### src/logic/mdc_pkg.sv
package mdc_pkg;
  localparam int MDC_DATA_W = 32;
  localparam int MDC_ADDR_W = 32;
  localparam int MDC_MASTERS = 2;
  localparam int MDC_HS_NUM = 11;
  localparam int MDC_HS_SEL_W = 4;
  localparam int MDC_LEN_W = 12;
  localparam int MDC_FIFO_DEPTH = 2;
  localparam int MDC_LVL_W = 2;
  localparam logic [MDC_LVL_W-1:0] MDC_FIFO_FULL = 2'h2;
  localparam logic [MDC_LVL_W-1:0] MDC_FIFO_HALF = 2'h1;
  localparam logic [MDC_LEN_W-1:0] MDC_BURST_LEN = 12'h004;
  localparam logic [MDC_LEN_W-1:0] MDC_SINGLE_LEN = 12'h001;
  localparam logic [MDC_ADDR_W-1:0] MDC_WORD_BYTES = 32'h0000_0004;

  typedef enum logic [1:0] {MDC_HS_HW, MDC_HS_SW, MDC_HS_IRQ} mdc_hs_mode_type;
  typedef enum logic {MDC_SIDE_IDLE, MDC_SIDE_RUN} mdc_side_state_type;

  function automatic logic [MDC_ADDR_W-1:0] mdc_next_addr(input logic [MDC_ADDR_W-1:0] addr, input logic inc);
    mdc_next_addr = inc ? addr + MDC_WORD_BYTES : addr;
  endfunction : mdc_next_addr

  function automatic logic [MDC_LEN_W-1:0] mdc_txn_len(input logic is_mem, input logic single,
                                                       input logic [MDC_LEN_W-1:0] left);
    if (is_mem) begin
      mdc_txn_len = left;
    end else if (single) begin
      mdc_txn_len = MDC_SINGLE_LEN;
    end else begin
      mdc_txn_len = (left < MDC_BURST_LEN) ? left : MDC_BURST_LEN;
    end
  endfunction : mdc_txn_len
endpackage : mdc_pkg

### src/logic/mdc_fifo_if.sv
interface mdc_fifo_if import mdc_pkg::*; ();
  logic push_valid;
  logic push_ready;
  logic [MDC_DATA_W-1:0] push_data;
  logic pop_valid;
  logic pop_ready;
  logic [MDC_DATA_W-1:0] pop_data;
  logic [MDC_LVL_W-1:0] level;

  modport buf_mp (input push_valid, push_data, pop_ready, output push_ready, pop_valid, pop_data, level);
  modport ctl_mp (output push_valid, push_data, pop_ready, input push_ready, pop_valid, pop_data, level);
endinterface : mdc_fifo_if

### src/logic/mdc_buf.sv
module mdc_buf import mdc_pkg::*; (
  input wire logic sys_clk_i,
  input wire logic reset_n_i,
  mdc_fifo_if.buf_mp f
);
  logic [MDC_DATA_W-1:0] mem_ff [MDC_FIFO_DEPTH];
  logic wr_idx_ff;
  logic rd_idx_ff;
  logic [MDC_LVL_W-1:0] cnt_ff;
  wire do_push;
  wire do_pop;

  assign f.push_ready = (cnt_ff != MDC_FIFO_FULL);
  assign f.pop_valid = (cnt_ff != '0);
  assign f.pop_data = mem_ff[rd_idx_ff];
  assign f.level = cnt_ff;
  assign do_push = f.push_valid & f.push_ready;
  assign do_pop = f.pop_ready & f.pop_valid;

  always_ff @(posedge sys_clk_i or negedge reset_n_i) begin
    if (!reset_n_i) begin
      wr_idx_ff <= 1'b0;
      rd_idx_ff <= 1'b0;
      cnt_ff <= '0;
    end else begin
      wr_idx_ff <= wr_idx_ff ^ do_push;
      rd_idx_ff <= rd_idx_ff ^ do_pop;
      cnt_ff <= cnt_ff + MDC_LVL_W'(do_push) - MDC_LVL_W'(do_pop);
    end
  end

  always_ff @(posedge sys_clk_i) begin
    if (do_push) begin
      mem_ff[wr_idx_ff] <= f.push_data;
    end
  end
endmodule : mdc_buf

### src/logic/mdc_hs.sv
module mdc_hs import mdc_pkg::*; (
  input wire logic sys_clk_i,
  input wire logic reset_n_i,
  input wire logic is_mem_i,
  input mdc_hs_mode_type mode_i,
  input wire logic [MDC_HS_SEL_W-1:0] sel_i,
  input wire logic [MDC_HS_NUM-1:0] hs_req_i,
  input wire logic [MDC_HS_NUM-1:0] hs_single_i,
  input wire logic sw_req_i,
  input wire logic sw_single_i,
  input wire logic txn_done_i,
  output logic txn_go_o,
  output logic txn_single_o,
  output logic [MDC_HS_NUM-1:0] hs_ack_o
);
  logic sw_pend_ff;
  logic sw_single_ff;
  logic [MDC_HS_NUM-1:0] ack_ff;
  wire sel_ok;
  wire pin_req;
  wire pin_single;
  wire ack_now;

  assign sel_ok = (sel_i < MDC_HS_SEL_W'(MDC_HS_NUM));
  assign pin_req = sel_ok & hs_req_i[sel_i];
  assign pin_single = sel_ok & hs_single_i[sel_i];
  // memory needs no request
  // interrupt mode uses only the request line
  // hold off one cycle while acking: the old request may still be high
  assign txn_go_o = is_mem_i | ((ack_ff == '0) &
                    ((mode_i == MDC_HS_SW) ? sw_pend_ff : pin_req));
  assign txn_single_o = ~is_mem_i & ((mode_i == MDC_HS_IRQ) | ((mode_i == MDC_HS_SW) ? sw_single_ff : pin_single));
  assign ack_now = txn_done_i & ~is_mem_i & (mode_i != MDC_HS_SW) & sel_ok;
  assign hs_ack_o = ack_ff;

  // software request latch, set wins
  always_ff @(posedge sys_clk_i or negedge reset_n_i) begin
    if (!reset_n_i) begin
      sw_pend_ff <= 1'b0;
      sw_single_ff <= 1'b0;
    end else begin
      sw_pend_ff <= sw_req_i | (sw_pend_ff & ~(txn_done_i & (mode_i == MDC_HS_SW)));
      sw_single_ff <= sw_req_i ? sw_single_i : sw_single_ff;
    end
  end

  // one-cycle acknowledge on selected line
  always_ff @(posedge sys_clk_i or negedge reset_n_i) begin
    if (!reset_n_i) begin
      ack_ff <= '0;
    end else begin
      ack_ff <= ack_now ? (MDC_HS_NUM'(1) << sel_i) : '0;
    end
  end
endmodule : mdc_hs

### src/logic/mdc_top.sv
// Notes on behaviour
// two bus master ports, read and write
// eleven hardware handshake request lines
// controller alone sizes and ends blocks
// channel data passes its private buffer
// each item: one read, one write
// configuration arrives on a separate port
// memory endpoints never wait for requests
// memory only when sixteen waits or fewer
// run-time handshake selection per endpoint
// hardware, software or interrupt request types
// peripheral requests, controller acknowledges transaction
// software request replaces pins
// interrupt mode ignores other handshake inputs
// source, destination on same or different ports
// block ends when programmed length moved
// single interrupt output reports completion
// software stops activity before sleep
// single transaction moves exactly one item
// buffer mode gates by half fill
// port regranted only after transfer completes
// channel disabled and ports idle after reset
module mdc_top import mdc_pkg::*; (
  input wire logic sys_clk_i,
  input wire logic reset_n_i,
  input wire logic ch_start_i,
  input wire logic [MDC_LEN_W-1:0] block_len_i,
  input wire logic [MDC_ADDR_W-1:0] src_addr_i,
  input wire logic [MDC_ADDR_W-1:0] dst_addr_i,
  input wire logic src_inc_i,
  input wire logic dst_inc_i,
  input wire logic src_layer_i,
  input wire logic dst_layer_i,
  input wire logic fifo_mode_i,
  input wire logic src_is_mem_i,
  input wire logic dst_is_mem_i,
  input mdc_hs_mode_type src_mode_i,
  input mdc_hs_mode_type dst_mode_i,
  input wire logic [MDC_HS_SEL_W-1:0] src_sel_i,
  input wire logic [MDC_HS_SEL_W-1:0] dst_sel_i,
  input wire logic sw_src_req_i,
  input wire logic sw_src_single_i,
  input wire logic sw_dst_req_i,
  input wire logic sw_dst_single_i,
  input wire logic [MDC_HS_NUM-1:0] hs_req_i,
  input wire logic [MDC_HS_NUM-1:0] hs_single_i,
  input wire logic irq_clear_i,
  input wire logic [MDC_MASTERS-1:0] m_done_i,
  input wire logic [MDC_MASTERS-1:0][MDC_DATA_W-1:0] m_rdata_i,
  output logic [MDC_MASTERS-1:0] m_req_o,
  output logic [MDC_MASTERS-1:0] m_we_o,
  output logic [MDC_MASTERS-1:0][MDC_ADDR_W-1:0] m_addr_o,
  output logic [MDC_MASTERS-1:0][MDC_DATA_W-1:0] m_wdata_o,
  output logic [MDC_HS_NUM-1:0] src_ack_o,
  output logic [MDC_HS_NUM-1:0] dst_ack_o,
  output logic ch_active_o,
  output logic irq_o
);
  mdc_side_state_type rd_state_ff;
  mdc_side_state_type wr_state_ff;
  logic ch_on_ff;
  logic irq_ff;
  logic rd_busy_ff;
  logic wr_busy_ff;
  logic [MDC_LEN_W-1:0] rd_left_ff;
  logic [MDC_LEN_W-1:0] wr_left_ff;
  logic [MDC_LEN_W-1:0] rd_txn_ff;
  logic [MDC_LEN_W-1:0] wr_txn_ff;
  logic [MDC_ADDR_W-1:0] src_addr_ff;
  logic [MDC_ADDR_W-1:0] dst_addr_ff;
  logic [MDC_MASTERS-1:0] m_busy_ff;
  logic [MDC_MASTERS-1:0] m_own_wr_ff;
  logic [MDC_MASTERS-1:0] m_we_ff;
  logic [MDC_MASTERS-1:0][MDC_ADDR_W-1:0] m_addr_ff;
  logic [MDC_MASTERS-1:0][MDC_DATA_W-1:0] m_wdata_ff;

  wire src_go;
  wire src_single;
  wire dst_go;
  wire dst_single;
  wire rd_space;
  wire wr_avail;
  wire rd_start;
  wire wr_start;
  wire rd_want;
  wire wr_want;
  wire rd_grant;
  wire wr_grant;
  wire rd_ret;
  wire wr_ret;
  wire rd_txn_end;
  wire wr_txn_end;
  wire blk_end;
  wire load;
  wire [MDC_MASTERS-1:0] m_fin;
  wire rd_idle;
  wire wr_idle;
  wire rd_run;
  wire wr_run;
  wire same_layer;
  wire rd_port_free;
  wire wr_port_free;
  wire [MDC_MASTERS-1:0] rd_on_port;
  wire [MDC_MASTERS-1:0] wr_on_port;
  wire nxt_ch_on;
  wire nxt_irq;
  wire nxt_rd_busy;
  wire nxt_wr_busy;
  wire [MDC_ADDR_W-1:0] nxt_src_addr;
  wire [MDC_ADDR_W-1:0] nxt_dst_addr;

  // private channel buffer
  mdc_fifo_if fif();

  mdc_buf u_buf (
    .sys_clk_i(sys_clk_i),
    .reset_n_i(reset_n_i),
    .f(fif.buf_mp)
  );

  // eleven shared request lines
  // per-side handshake binding
  // three request types
  mdc_hs u_src_hs (
    .sys_clk_i(sys_clk_i),
    .reset_n_i(reset_n_i),
    .is_mem_i(src_is_mem_i),
    .mode_i(src_mode_i),
    .sel_i(src_sel_i),
    .hs_req_i(hs_req_i),
    .hs_single_i(hs_single_i),
    .sw_req_i(sw_src_req_i),
    .sw_single_i(sw_src_single_i),
    .txn_done_i(rd_txn_end),
    .txn_go_o(src_go),
    .txn_single_o(src_single),
    .hs_ack_o(src_ack_o)
  );

  mdc_hs u_dst_hs (
    .sys_clk_i(sys_clk_i),
    .reset_n_i(reset_n_i),
    .is_mem_i(dst_is_mem_i),
    .mode_i(dst_mode_i),
    .sel_i(dst_sel_i),
    .hs_req_i(hs_req_i),
    .hs_single_i(hs_single_i),
    .sw_req_i(sw_dst_req_i),
    .sw_single_i(sw_dst_single_i),
    .txn_done_i(wr_txn_end),
    .txn_go_o(dst_go),
    .txn_single_o(dst_single),
    .hs_ack_o(dst_ack_o)
  );

  // half-fill gating in buffer mode
  assign rd_space = fifo_mode_i ? (fif.level < MDC_FIFO_HALF) : fif.push_ready;
  assign wr_avail = fifo_mode_i ? (fif.level >= MDC_FIFO_HALF) : fif.pop_valid;

  assign rd_idle = (rd_state_ff == MDC_SIDE_IDLE);
  assign wr_idle = (wr_state_ff == MDC_SIDE_IDLE);
  assign rd_run = (rd_state_ff == MDC_SIDE_RUN);
  assign wr_run = (wr_state_ff == MDC_SIDE_RUN);
  // block length and start addresses taken at load; other settings are read live
  assign load = ch_start_i & ~ch_on_ff & (block_len_i != '0);
  assign rd_start = ch_on_ff & rd_idle & (rd_left_ff != '0) & src_go;
  assign wr_start = ch_on_ff & wr_idle & (wr_left_ff != '0) & dst_go;
  assign rd_want = rd_run & ~rd_busy_ff & (rd_txn_ff != '0) & rd_space;
  assign wr_want = wr_run & ~wr_busy_ff & (wr_txn_ff != '0) & wr_avail;

  // no grant while the port is busy
  // same port: write wins to drain the buffer
  assign same_layer = (src_layer_i == dst_layer_i);
  assign rd_port_free = ~m_busy_ff[src_layer_i];
  assign wr_port_free = ~m_busy_ff[dst_layer_i];
  assign wr_grant = wr_want & wr_port_free;
  assign rd_grant = rd_want & rd_port_free & ~(wr_grant & same_layer);
  assign wr_on_port = wr_grant ? (MDC_MASTERS'(1) << dst_layer_i) : '0;
  assign rd_on_port = rd_grant ? (MDC_MASTERS'(1) << src_layer_i) : '0;

  assign m_fin = m_done_i & m_busy_ff;
  assign rd_ret = |(m_fin & ~m_own_wr_ff);
  assign wr_ret = |(m_fin & m_own_wr_ff);

  // read result enters buffer, write drains it
  assign fif.push_valid = rd_ret;
  assign fif.push_data = m_rdata_i[src_layer_i];
  assign fif.pop_ready = wr_grant;

  assign rd_txn_end = rd_run & (rd_txn_ff == '0) & ~rd_busy_ff;
  assign wr_txn_end = wr_run & (wr_txn_ff == '0) & ~wr_busy_ff;
  // block end decided by the controller
  // last write completes the block
  assign blk_end = wr_ret & (wr_left_ff == MDC_SINGLE_LEN);

  assign m_req_o = m_busy_ff;
  assign m_we_o = m_we_ff;
  assign m_addr_o = m_addr_ff;
  assign m_wdata_o = m_wdata_ff;
  assign ch_active_o = ch_on_ff;
  assign irq_o = irq_ff;

  assign nxt_ch_on = load | (ch_on_ff & ~blk_end);
  // sticky, set wins
  assign nxt_irq = blk_end | (irq_ff & ~irq_clear_i);
  assign nxt_rd_busy = rd_grant | (rd_busy_ff & ~rd_ret);
  assign nxt_wr_busy = wr_grant | (wr_busy_ff & ~wr_ret);
  assign nxt_src_addr = load ? src_addr_i : (rd_grant ? mdc_next_addr(src_addr_ff, src_inc_i) : src_addr_ff);
  assign nxt_dst_addr = load ? dst_addr_i : (wr_grant ? mdc_next_addr(dst_addr_ff, dst_inc_i) : dst_addr_ff);

  // idle and disabled out of reset
  // completion interrupt, set wins over clear
  always_ff @(posedge sys_clk_i or negedge reset_n_i) begin
    if (!reset_n_i) begin
      ch_on_ff <= 1'b0;
      irq_ff <= 1'b0;
    end else begin
      ch_on_ff <= nxt_ch_on;
      irq_ff <= nxt_irq;
    end
  end

  // single transaction is one item
  always_ff @(posedge sys_clk_i or negedge reset_n_i) begin
    if (!reset_n_i) begin
      rd_state_ff <= MDC_SIDE_IDLE;
      rd_txn_ff <= '0;
      rd_left_ff <= '0;
    end else begin
      if (rd_start) begin
        rd_state_ff <= MDC_SIDE_RUN;
        rd_txn_ff <= mdc_txn_len(src_is_mem_i, src_single, rd_left_ff);
      end else if (rd_txn_end) begin
        rd_state_ff <= MDC_SIDE_IDLE;
      end else if (rd_grant) begin
        rd_txn_ff <= rd_txn_ff - MDC_SINGLE_LEN;
      end
      if (load) begin
        rd_left_ff <= block_len_i;
      end else if (rd_grant) begin
        rd_left_ff <= rd_left_ff - MDC_SINGLE_LEN;
      end
    end
  end

  always_ff @(posedge sys_clk_i or negedge reset_n_i) begin
    if (!reset_n_i) begin
      wr_state_ff <= MDC_SIDE_IDLE;
      wr_txn_ff <= '0;
      wr_left_ff <= '0;
    end else begin
      if (wr_start) begin
        wr_state_ff <= MDC_SIDE_RUN;
        wr_txn_ff <= mdc_txn_len(dst_is_mem_i, dst_single, wr_left_ff);
      end else if (wr_txn_end) begin
        wr_state_ff <= MDC_SIDE_IDLE;
      end else if (wr_grant) begin
        wr_txn_ff <= wr_txn_ff - MDC_SINGLE_LEN;
      end
      if (load) begin
        wr_left_ff <= block_len_i;
      end else if (wr_ret) begin
        wr_left_ff <= wr_left_ff - MDC_SINGLE_LEN;
      end
    end
  end

  always_ff @(posedge sys_clk_i or negedge reset_n_i) begin
    if (!reset_n_i) begin
      rd_busy_ff <= 1'b0;
      wr_busy_ff <= 1'b0;
      src_addr_ff <= '0;
      dst_addr_ff <= '0;
    end else begin
      rd_busy_ff <= nxt_rd_busy;
      wr_busy_ff <= nxt_wr_busy;
      src_addr_ff <= nxt_src_addr;
      dst_addr_ff <= nxt_dst_addr;
    end
  end

  // two master ports, each serving either side
  always_ff @(posedge sys_clk_i or negedge reset_n_i) begin
    if (!reset_n_i) begin
      m_busy_ff <= '0;
      m_own_wr_ff <= '0;
      m_we_ff <= '0;
      m_addr_ff <= '0;
      m_wdata_ff <= '0;
    end else begin
      for (int m = 0; m < MDC_MASTERS; m++) begin
        if (wr_on_port[m]) begin
          m_busy_ff[m] <= 1'b1;
          m_own_wr_ff[m] <= 1'b1;
          m_we_ff[m] <= 1'b1;
          m_addr_ff[m] <= dst_addr_ff;
          m_wdata_ff[m] <= fif.pop_data;
        end else if (rd_on_port[m]) begin
          m_busy_ff[m] <= 1'b1;
          m_own_wr_ff[m] <= 1'b0;
          m_we_ff[m] <= 1'b0;
          m_addr_ff[m] <= src_addr_ff;
        end else if (m_fin[m]) begin
          m_busy_ff[m] <= 1'b0;
          m_we_ff[m] <= 1'b0;
        end
      end
    end
  end
endmodule : mdc_top

### config.mk
export PLATFORM = sky130hd
export DESIGN_NAME = mdc_top
export DESIGN_NICKNAME = d
export VERILOG_FILES = /design/src/logic/mdc_pkg.sv /design/src/logic/mdc_fifo_if.sv /design/src/logic/mdc_buf.sv /design/src/logic/mdc_hs.sv /design/src/logic/mdc_top.sv
export SDC_FILE = /design/constraint.sdc
export NUM_CORES = 1
export LEC_CHECK = 0
export CORE_MARGIN = 2
export CORE_UTILIZATION = 56
export CTS_BUF_LIST = sky130_fd_sc_hd__clkbuf_8
export DETAILED_ROUTE_END_ITERATION = 6
export DONT_BUFFER_PORTS = 1
export PLACE_DENSITY = 0.77
export SLEW_MARGIN = 10
export SYNTH_ARGS = -nofsm -noshare
export SYNTH_HDL_FRONTEND = slang
export SYNTH_SLANG_ARGS = --single-unit
### constraint.sdc
create_clock -name sys_clk_i -period 3.15 [get_ports sys_clk_i]
set_input_delay 0.4725 -clock sys_clk_i [delete_from_list [all_inputs] [get_ports sys_clk_i]]
set_output_delay 0.4725 -clock sys_clk_i [all_outputs]
set_load 0.05 [all_outputs]
======== Yosys cells after proc, flatten, opt, wreduce, memory -nomap -nowiden ========
Memory sizes are Yosys's and may differ from the RTL's.
Index checks and enable logic that the tools add are counted.
operators by class
  $add $sub $neg .......................... 8
  multiply operators ...................... 0
  divide/modulo/power cells ............... 0
  magnitude comparators ................... 10
  equal/unequal tests ..................... 11
  shift operators ......................... 4
  muxes and demuxes ....................... 70
  bitwise logic cells ..................... 79
  reductions and logical operators ........ 29
operator list
  kind                                                                           number
  32-bit 2-to-1 mux                                                              12
  12-bit 2-to-1 mux                                                              16
  32-bit by 3-bit adder with 32-bit output, second input constant                2
  12-bit nonzero test                                                            5
  12-bit by 1-bit subtractor with 12-bit output, second input constant           4
  1-bit AND                                                                      47
  1-bit 2-to-1 mux                                                               34
  12-bit logical NOT                                                             2
  12-bit by 3-bit less-than comparator with 1-bit output, second input constant  2
  2-bit nonzero test                                                             12
  11-bit logical NOT                                                             2
  11-bit 2-to-1 mux                                                              2
  1-bit by 4-bit << shifter with 11-bit output, first input constant             2
  1-bit binary-select mux with 4-bit select                                      4
  1-bit inverter                                                                 16
  12-bit by 1-bit == test with 1-bit output, second input constant               1
  4-bit by 5-bit less-than comparator with 1-bit output, second input constant   2
  1-bit OR                                                                       10
  4-bit less-than comparator, second input constant                              2
  2-bit AND reduction                                                            4
  2-bit AND                                                                      3
  2-bit inequality test, second input constant                                   3
  3-bit nonzero test                                                             2
  2-bit by 1-bit == test with 1-bit output, second input constant                2
  other kinds (13)                                                               20
storage, ports and cells
  register bits after elaboration ......... 282
  latch bits .............................. 0
  bits in writable memories ............... 64
  ROM bits ................................ 0
  input port bits ......................... 191
  logic and storage cells ................. 243
  memories ................................ 1
memory list
  name          depth  width  read ports  clocked after Yosys merged registers in  write ports  RTL line      source
  u_buf.mem_ff  2      32     1           0                                        1            mdc_buf.sv:6  logic [MDC_DATA_W-1:0] mem_ff [MDC_FIFO_DEPTH];

======== Longest topological paths before layout ========
  word-level depth ........................ 11
  depth in mapped cells ................... 12
  mapped depth without buffers ............ 11

======== Hierarchy ========
From an unflattened synthesis, not the netlist that was laid out.
second synthesis, totals
  cells, all modules ...................... 1,540
  area total of the unflattened synthesis .. 16,882.4 µm²
by module, submodules not included
  module   instances  cells an instance  area an instance (µm²)  seq. area each (µm²)
  mdc_top  1          1,269              12,831.1                6,306.0
  mdc_buf  1          123                2,549.9                 2,021.9
  mdc_hs   2          74                 750.7                   325.3

======== Worst setup path after synthesis ========
No wires, ideal clock.
  kind .................................... register to register
  start point ............................. reg wr_txn_ff[3]
  end point ............................... reg u_buf.cnt_ff[1], in the netlist u_buf.f.level[1]
  setup time .............................. 124 ps
  data arrival time ....................... 2,340 ps
  data required time ...................... 3,026 ps
  path slack .............................. 686 ps
  stages on the path, launching flop included .. 11
  path through ............................ dfrtp_1 > or3_4 > nor4_4 > or2_1 > buf_2 > inv_2 > ha_1 > inv_1 > ha_1 > xnor2_1 > xnor2_1
on the way
  cells in the longest elaborated chain, start to end .. 6
RTL lines
  what                                         RTL line        source
  from (decl)                                  mdc_top.sv:68   logic [MDC_LEN_W-1:0] wr_txn_ff;
  from (signal assigned)                       mdc_top.sv:254  wr_txn_ff <= mdc_txn_len(dst_is_mem_i, dst_single, wr_left_ff);
  from (signal assigned)                       mdc_top.sv:258  wr_txn_ff <= wr_txn_ff - MDC_SINGLE_LEN;
  12-bit nonzero test                          mdc_top.sv:169  assign wr_want = wr_run & ~wr_busy_ff & (wr_txn_ff != '0) & wr_avail;
  1-bit AND (2 in series)                      mdc_top.sv:169
  1-bit AND                                    mdc_top.sv:176  assign wr_grant = wr_want & wr_port_free;
  1-bit AND                                    mdc_buf.sv:18   assign do_pop = f.pop_ready & f.pop_valid;
  2-bit by 1-bit subtractor with 2-bit output  mdc_buf.sv:28   cnt_ff <= cnt_ff + MDC_LVL_W'(do_push) - MDC_LVL_W'(do_pop);
  to (signal assigned)                         mdc_buf.sv:28
  to (decl)                                    mdc_buf.sv:9    logic [MDC_LVL_W-1:0] cnt_ff;
Every way passes these cells.
A chain may end at the register's enable or synchronous reset.

======== Final worst setup path ========
  start point ............................. reg wr_busy_ff
  end point ............................... reg src_addr_ff[22]
on the way
  cells in the longest elaborated chain, start to end .. 10
RTL lines
  what                                  RTL line        source
  from (decl)                           mdc_top.sv:64   logic wr_busy_ff;
  from (signal assigned)                mdc_top.sv:276  wr_busy_ff <= nxt_wr_busy;
  1-bit inverter                        mdc_top.sv:169
  1-bit AND (3 in series)               mdc_top.sv:169
  1-bit AND                             mdc_top.sv:176
  1-bit AND                             mdc_top.sv:177  assign rd_grant = rd_want & rd_port_free & ~(wr_grant & same_layer);
  1-bit inverter                        mdc_top.sv:177
  1-bit AND                             mdc_top.sv:177
  2-bit nonzero test (no source line)   -
  2-bit AND reduction (no source line)  -
  to (signal assigned)                  mdc_top.sv:277  src_addr_ff <= nxt_src_addr;
  to (decl)                             mdc_top.sv:69   logic [MDC_ADDR_W-1:0] src_addr_ff;
Every way passes these cells.

==> flow_summary.ini <==
[status]
outcome = finished, violations left
violations = hold timing

[cells_and_area]
area_growth_pct = 12.63
layout_commonest_cell = sky130_fd_sc_hd__dfrtp_1
layout.cells.most_common_list = 281 x sky130_fd_sc_hd__dfrtp_1, 179 x sky130_fd_sc_hd__nand2_1, 149 x sky130_fd_sc_hd__nor2_1
finalNonFillerCells = 2050
drive_above_1_share = 0.1129
nets = 1830
fill_cells = 2235

[global_routing]
grt-ovfl-total = 0
initial_antenna_violation_count = 1
globalRouteTotalUtil = 0.2837
grt_first_pass_wirelength_um = 68570
grt_start_max_net_pins = 283
vias_in_the_first_global_route = 12560

[setup_path]
worst-endpoint-arrival_ps = 3360
cp_num_cells = 7
regToRegEndpoint = src_addr_ff[22]$_DFFE_PN0P_
timing.critical_path.required_ps = 3640
critical_path.cell_chain = nor2b_1 > o21ai_0 > o41ai_2 > buf_4 > nor3_2 > a21o_1 > a31oi_1
reg2reg_slack_ps = 290
slowest_stage = sky130_fd_sc_hd__o41ai_2
worstReg2RegStart = wr_busy_ff$_DFF_PN0_
critPathBufInv = 1
start_point_of_the_critical_path = wr_busy_ff$_DFF_PN0_
class_of_the_most_critical_setup_path = reg2reg
ff2ff_path_depth = 7
cp_max_fo = 7
critical_path.startpoint_type = register
critPathTopFamily = compound AO/OA/AOI/OAI gates
worstSetupEndpoint = src_addr_ff[22]$_DFFE_PN0P_
max_stage_delay_ps = 870
critical_path.endpoint_type = register

[yosys]
synth_warnings = 0
yosys-top-cells-area = sky130_fd_sc_hd__dfrtp_1 43%, sky130_fd_sc_hd__edfxtp_1 12%, sky130_fd_sc_hd__mux2i_1 6.8%
async_flop_share = 0.8150
synth_fp_nets = 1775
synth_edf_count = 64
postSynthAreaPerCell_um2 = 10.44
synth_largest_type_area_fraction = 0.4307
synth_area_mm2 = 0.01638
count_of_mapped_cells_out_of_synthesis = 1570
ys_seq_elements = 346
synth.yosys.seq_area_share = 0.5480
yosysUniqueCellTypes = 75
synthFlopType = sky130_fd_sc_hd__dfrtp_1
synth_area_leader_cell = sky130_fd_sc_hd__dfrtp_1

[timing]
finalCritPeriodShare = 0.9090
slew_headroom = 0.3820
maxSlewViolCount = 0
skew_ps = 41.29
max_slew.worst_pin.slew_ps = 916.9
rsz0062_at_grt = no
finalSetupViolations = 0
finalHoldWorstSlack_ps = -411.0
max_freq_mhz = 349.2
setup_tns_ps = 0
final_worst_path_period_need_ps = 2863
hold_viol = 282

[pwr]
power_density_mw_per_mm2 = 1037
ir_drop_v = 0.0006250
static-leakage-power_nw = 8.047

[routing]
detail_route.wirelength_um = 44110
drc = 0
routed_via_density = 6.139
wl_per_cell_um = 21.51
route.vias.total = 12590
drt_first_iter_violations = 1047
drtAntennaViolNets = 0
drt_first_pass_iters = 6

[clock_network]
clock_tree.htree_level_count = 2
clock_sink_count = 346
cts_buffers = 54
tritoncts = done
cts-root-buf = sky130_fd_sc_hd__clkbuf_8
worstSkewPairLatency_ps = 600
cts_hold_repair.buffers = 38
postCtsSetupRepairBufs = 0
cts-resized-gates = 0
path_clk_slew_ps = 60
clockBufferDepth = 3

[floorplan]
fp.dieArea_mm2 = 0.03064
row_count = 62
chipWidth_um = 175.0
io_pins = 347
floorplan.core_area_mm2 = 0.02878
fp.dieH_um = 175.0
initial_cell_density_of_the_core = 0.5693

[hold_path]
hp-class = in2async

[placement]
dp_hpwl_um = 30370
dp.cells = 1915
placement.io_buffers = 0
gpl.final_weighted_congestion = 0.8934

[job]
max_cap_viol_count = 0
## kinds of logic (layout without fill, tap and decap cells)
family	after synthesis	count (layout)	synth area share
xor+xnor	72	72	0.03849
fa+ha+maj	14	14	0.01069
compound gates	315	315	0.1110
buf+inv	113	208	0.02810
flops	346	346	0.5480
simple gates	557	557	0.1636
mux	153	153	0.1001
other cells	0	1	0
## through the flow
stage          utilization  power (mW)  worst slack [ps]  instance area [µm²]  hold slack [ps]
6_report            0.6412       19.14             286.6                18450           -411.0
5_1_grt             0.6412       20.15             193.3                18450           -450.0
4_1_cts             0.6411       19.18             326.8                18450           -449.8
3_5_place_dp        0.5894       15.24             332.6                16960            180.9
3_3_place_gp        0.5894       14.96             464.6                16960            181.6
2_1_floorplan            -       13.67             686.2                16380            176.9
## worst min path at each step
stage / to / start / cells after the start / slack, ps
after floorplan: ch_active_o$_DFF_PN0_ / reset_n_i / 0 / 180
after global placement: m_wdata_o[44]$_DFFE_PN0P_ / reset_n_i / 0 / 180
after detailed placement: m_wdata_o[12]$_DFFE_PN0P_ / reset_n_i / 0 / 180
after CTS: m_wdata_o[12]$_DFFE_PN0P_ / reset_n_i / 0 / -450
after global routing: m_wdata_o[12]$_DFFE_PN0P_ / reset_n_i / 0 / -450
final: m_wdata_o[12]$_DFFE_PN0P_ / reset_n_i / 0 / -410
## final cells by class
cell class	count	area [µm²]	area share
inverters	29	108.9	0.005899
clock inverters	34	254.0	0.01376
well taps	384	480.5	0.02604
multi-input cells	1111	6980	0.3783
clock buffers	62	853.3	0.04624
repair buffers	83	793.3	0.04299
flip-flops and latches	346	8980	0.4866
diodes	1	2.502	0.0001356
## state kept, by name, indices dropped and copies added, names as in the netlist, 2 cells and up
name / flops
dst_addr_ff: 32
m_addr_o: 64
m_own_wr_ff: 2
m_req_o: 2
m_wdata_o: 64
m_we_o: 2
rd_left_ff: 12
rd_txn_ff: 12
src_addr_ff: 32
u_buf.f.level: 2
u_buf.mem_ff: 64
u_dst_hs.hs_ack_o: 11
u_src_hs.hs_ack_o: 11
wr_left_ff: 12
wr_txn_ff: 12
## worst reg2reg max path, delay by kind of cell, from the launching register on
| kind | cells | cell delay [ps] |
|---|---|---|
| buffers and inverters | 1 | 280 |
| AOI/OAI and AO/OA | 4 | 1530 |
| and+or+nand+nor | 2 | 570 |
| DFF | 1 | 400 |
## power breakdown
part,internal [mW],total (mW),switching [mW]
Sequential,6.14,10.7,4.59
Combinational,1.98,4.54,2.56
Clock,2.12,3.88,1.76
## cell usage after synthesis, drive strengths merged, types with 25 or more instances
cell	instances
inv	29
or3	27
a31oi	28
o21ai	133
mux2	37
nand3	45
nor4	25
xor2	44
clkbuf	60
a21oi	94
edfxtp	64
xnor2	28
mux2i	111
nand2	183
nand4	29
nor2	149
nor3	25
dfrtp	282
## routing by layer
metal | global-route usage | part of all wire | up-vias
li1 | - | - | 5739
met1 | 0.3727 | 0.40 | 6072
met2 | 0.4475 | 0.46 | 640
met3 | 0.08072 | 0.10 | 134
met4 | 0.1125 | 0.040 | 0
met5 | 0 | 0 | -
(Power assumes the default switching activity.)
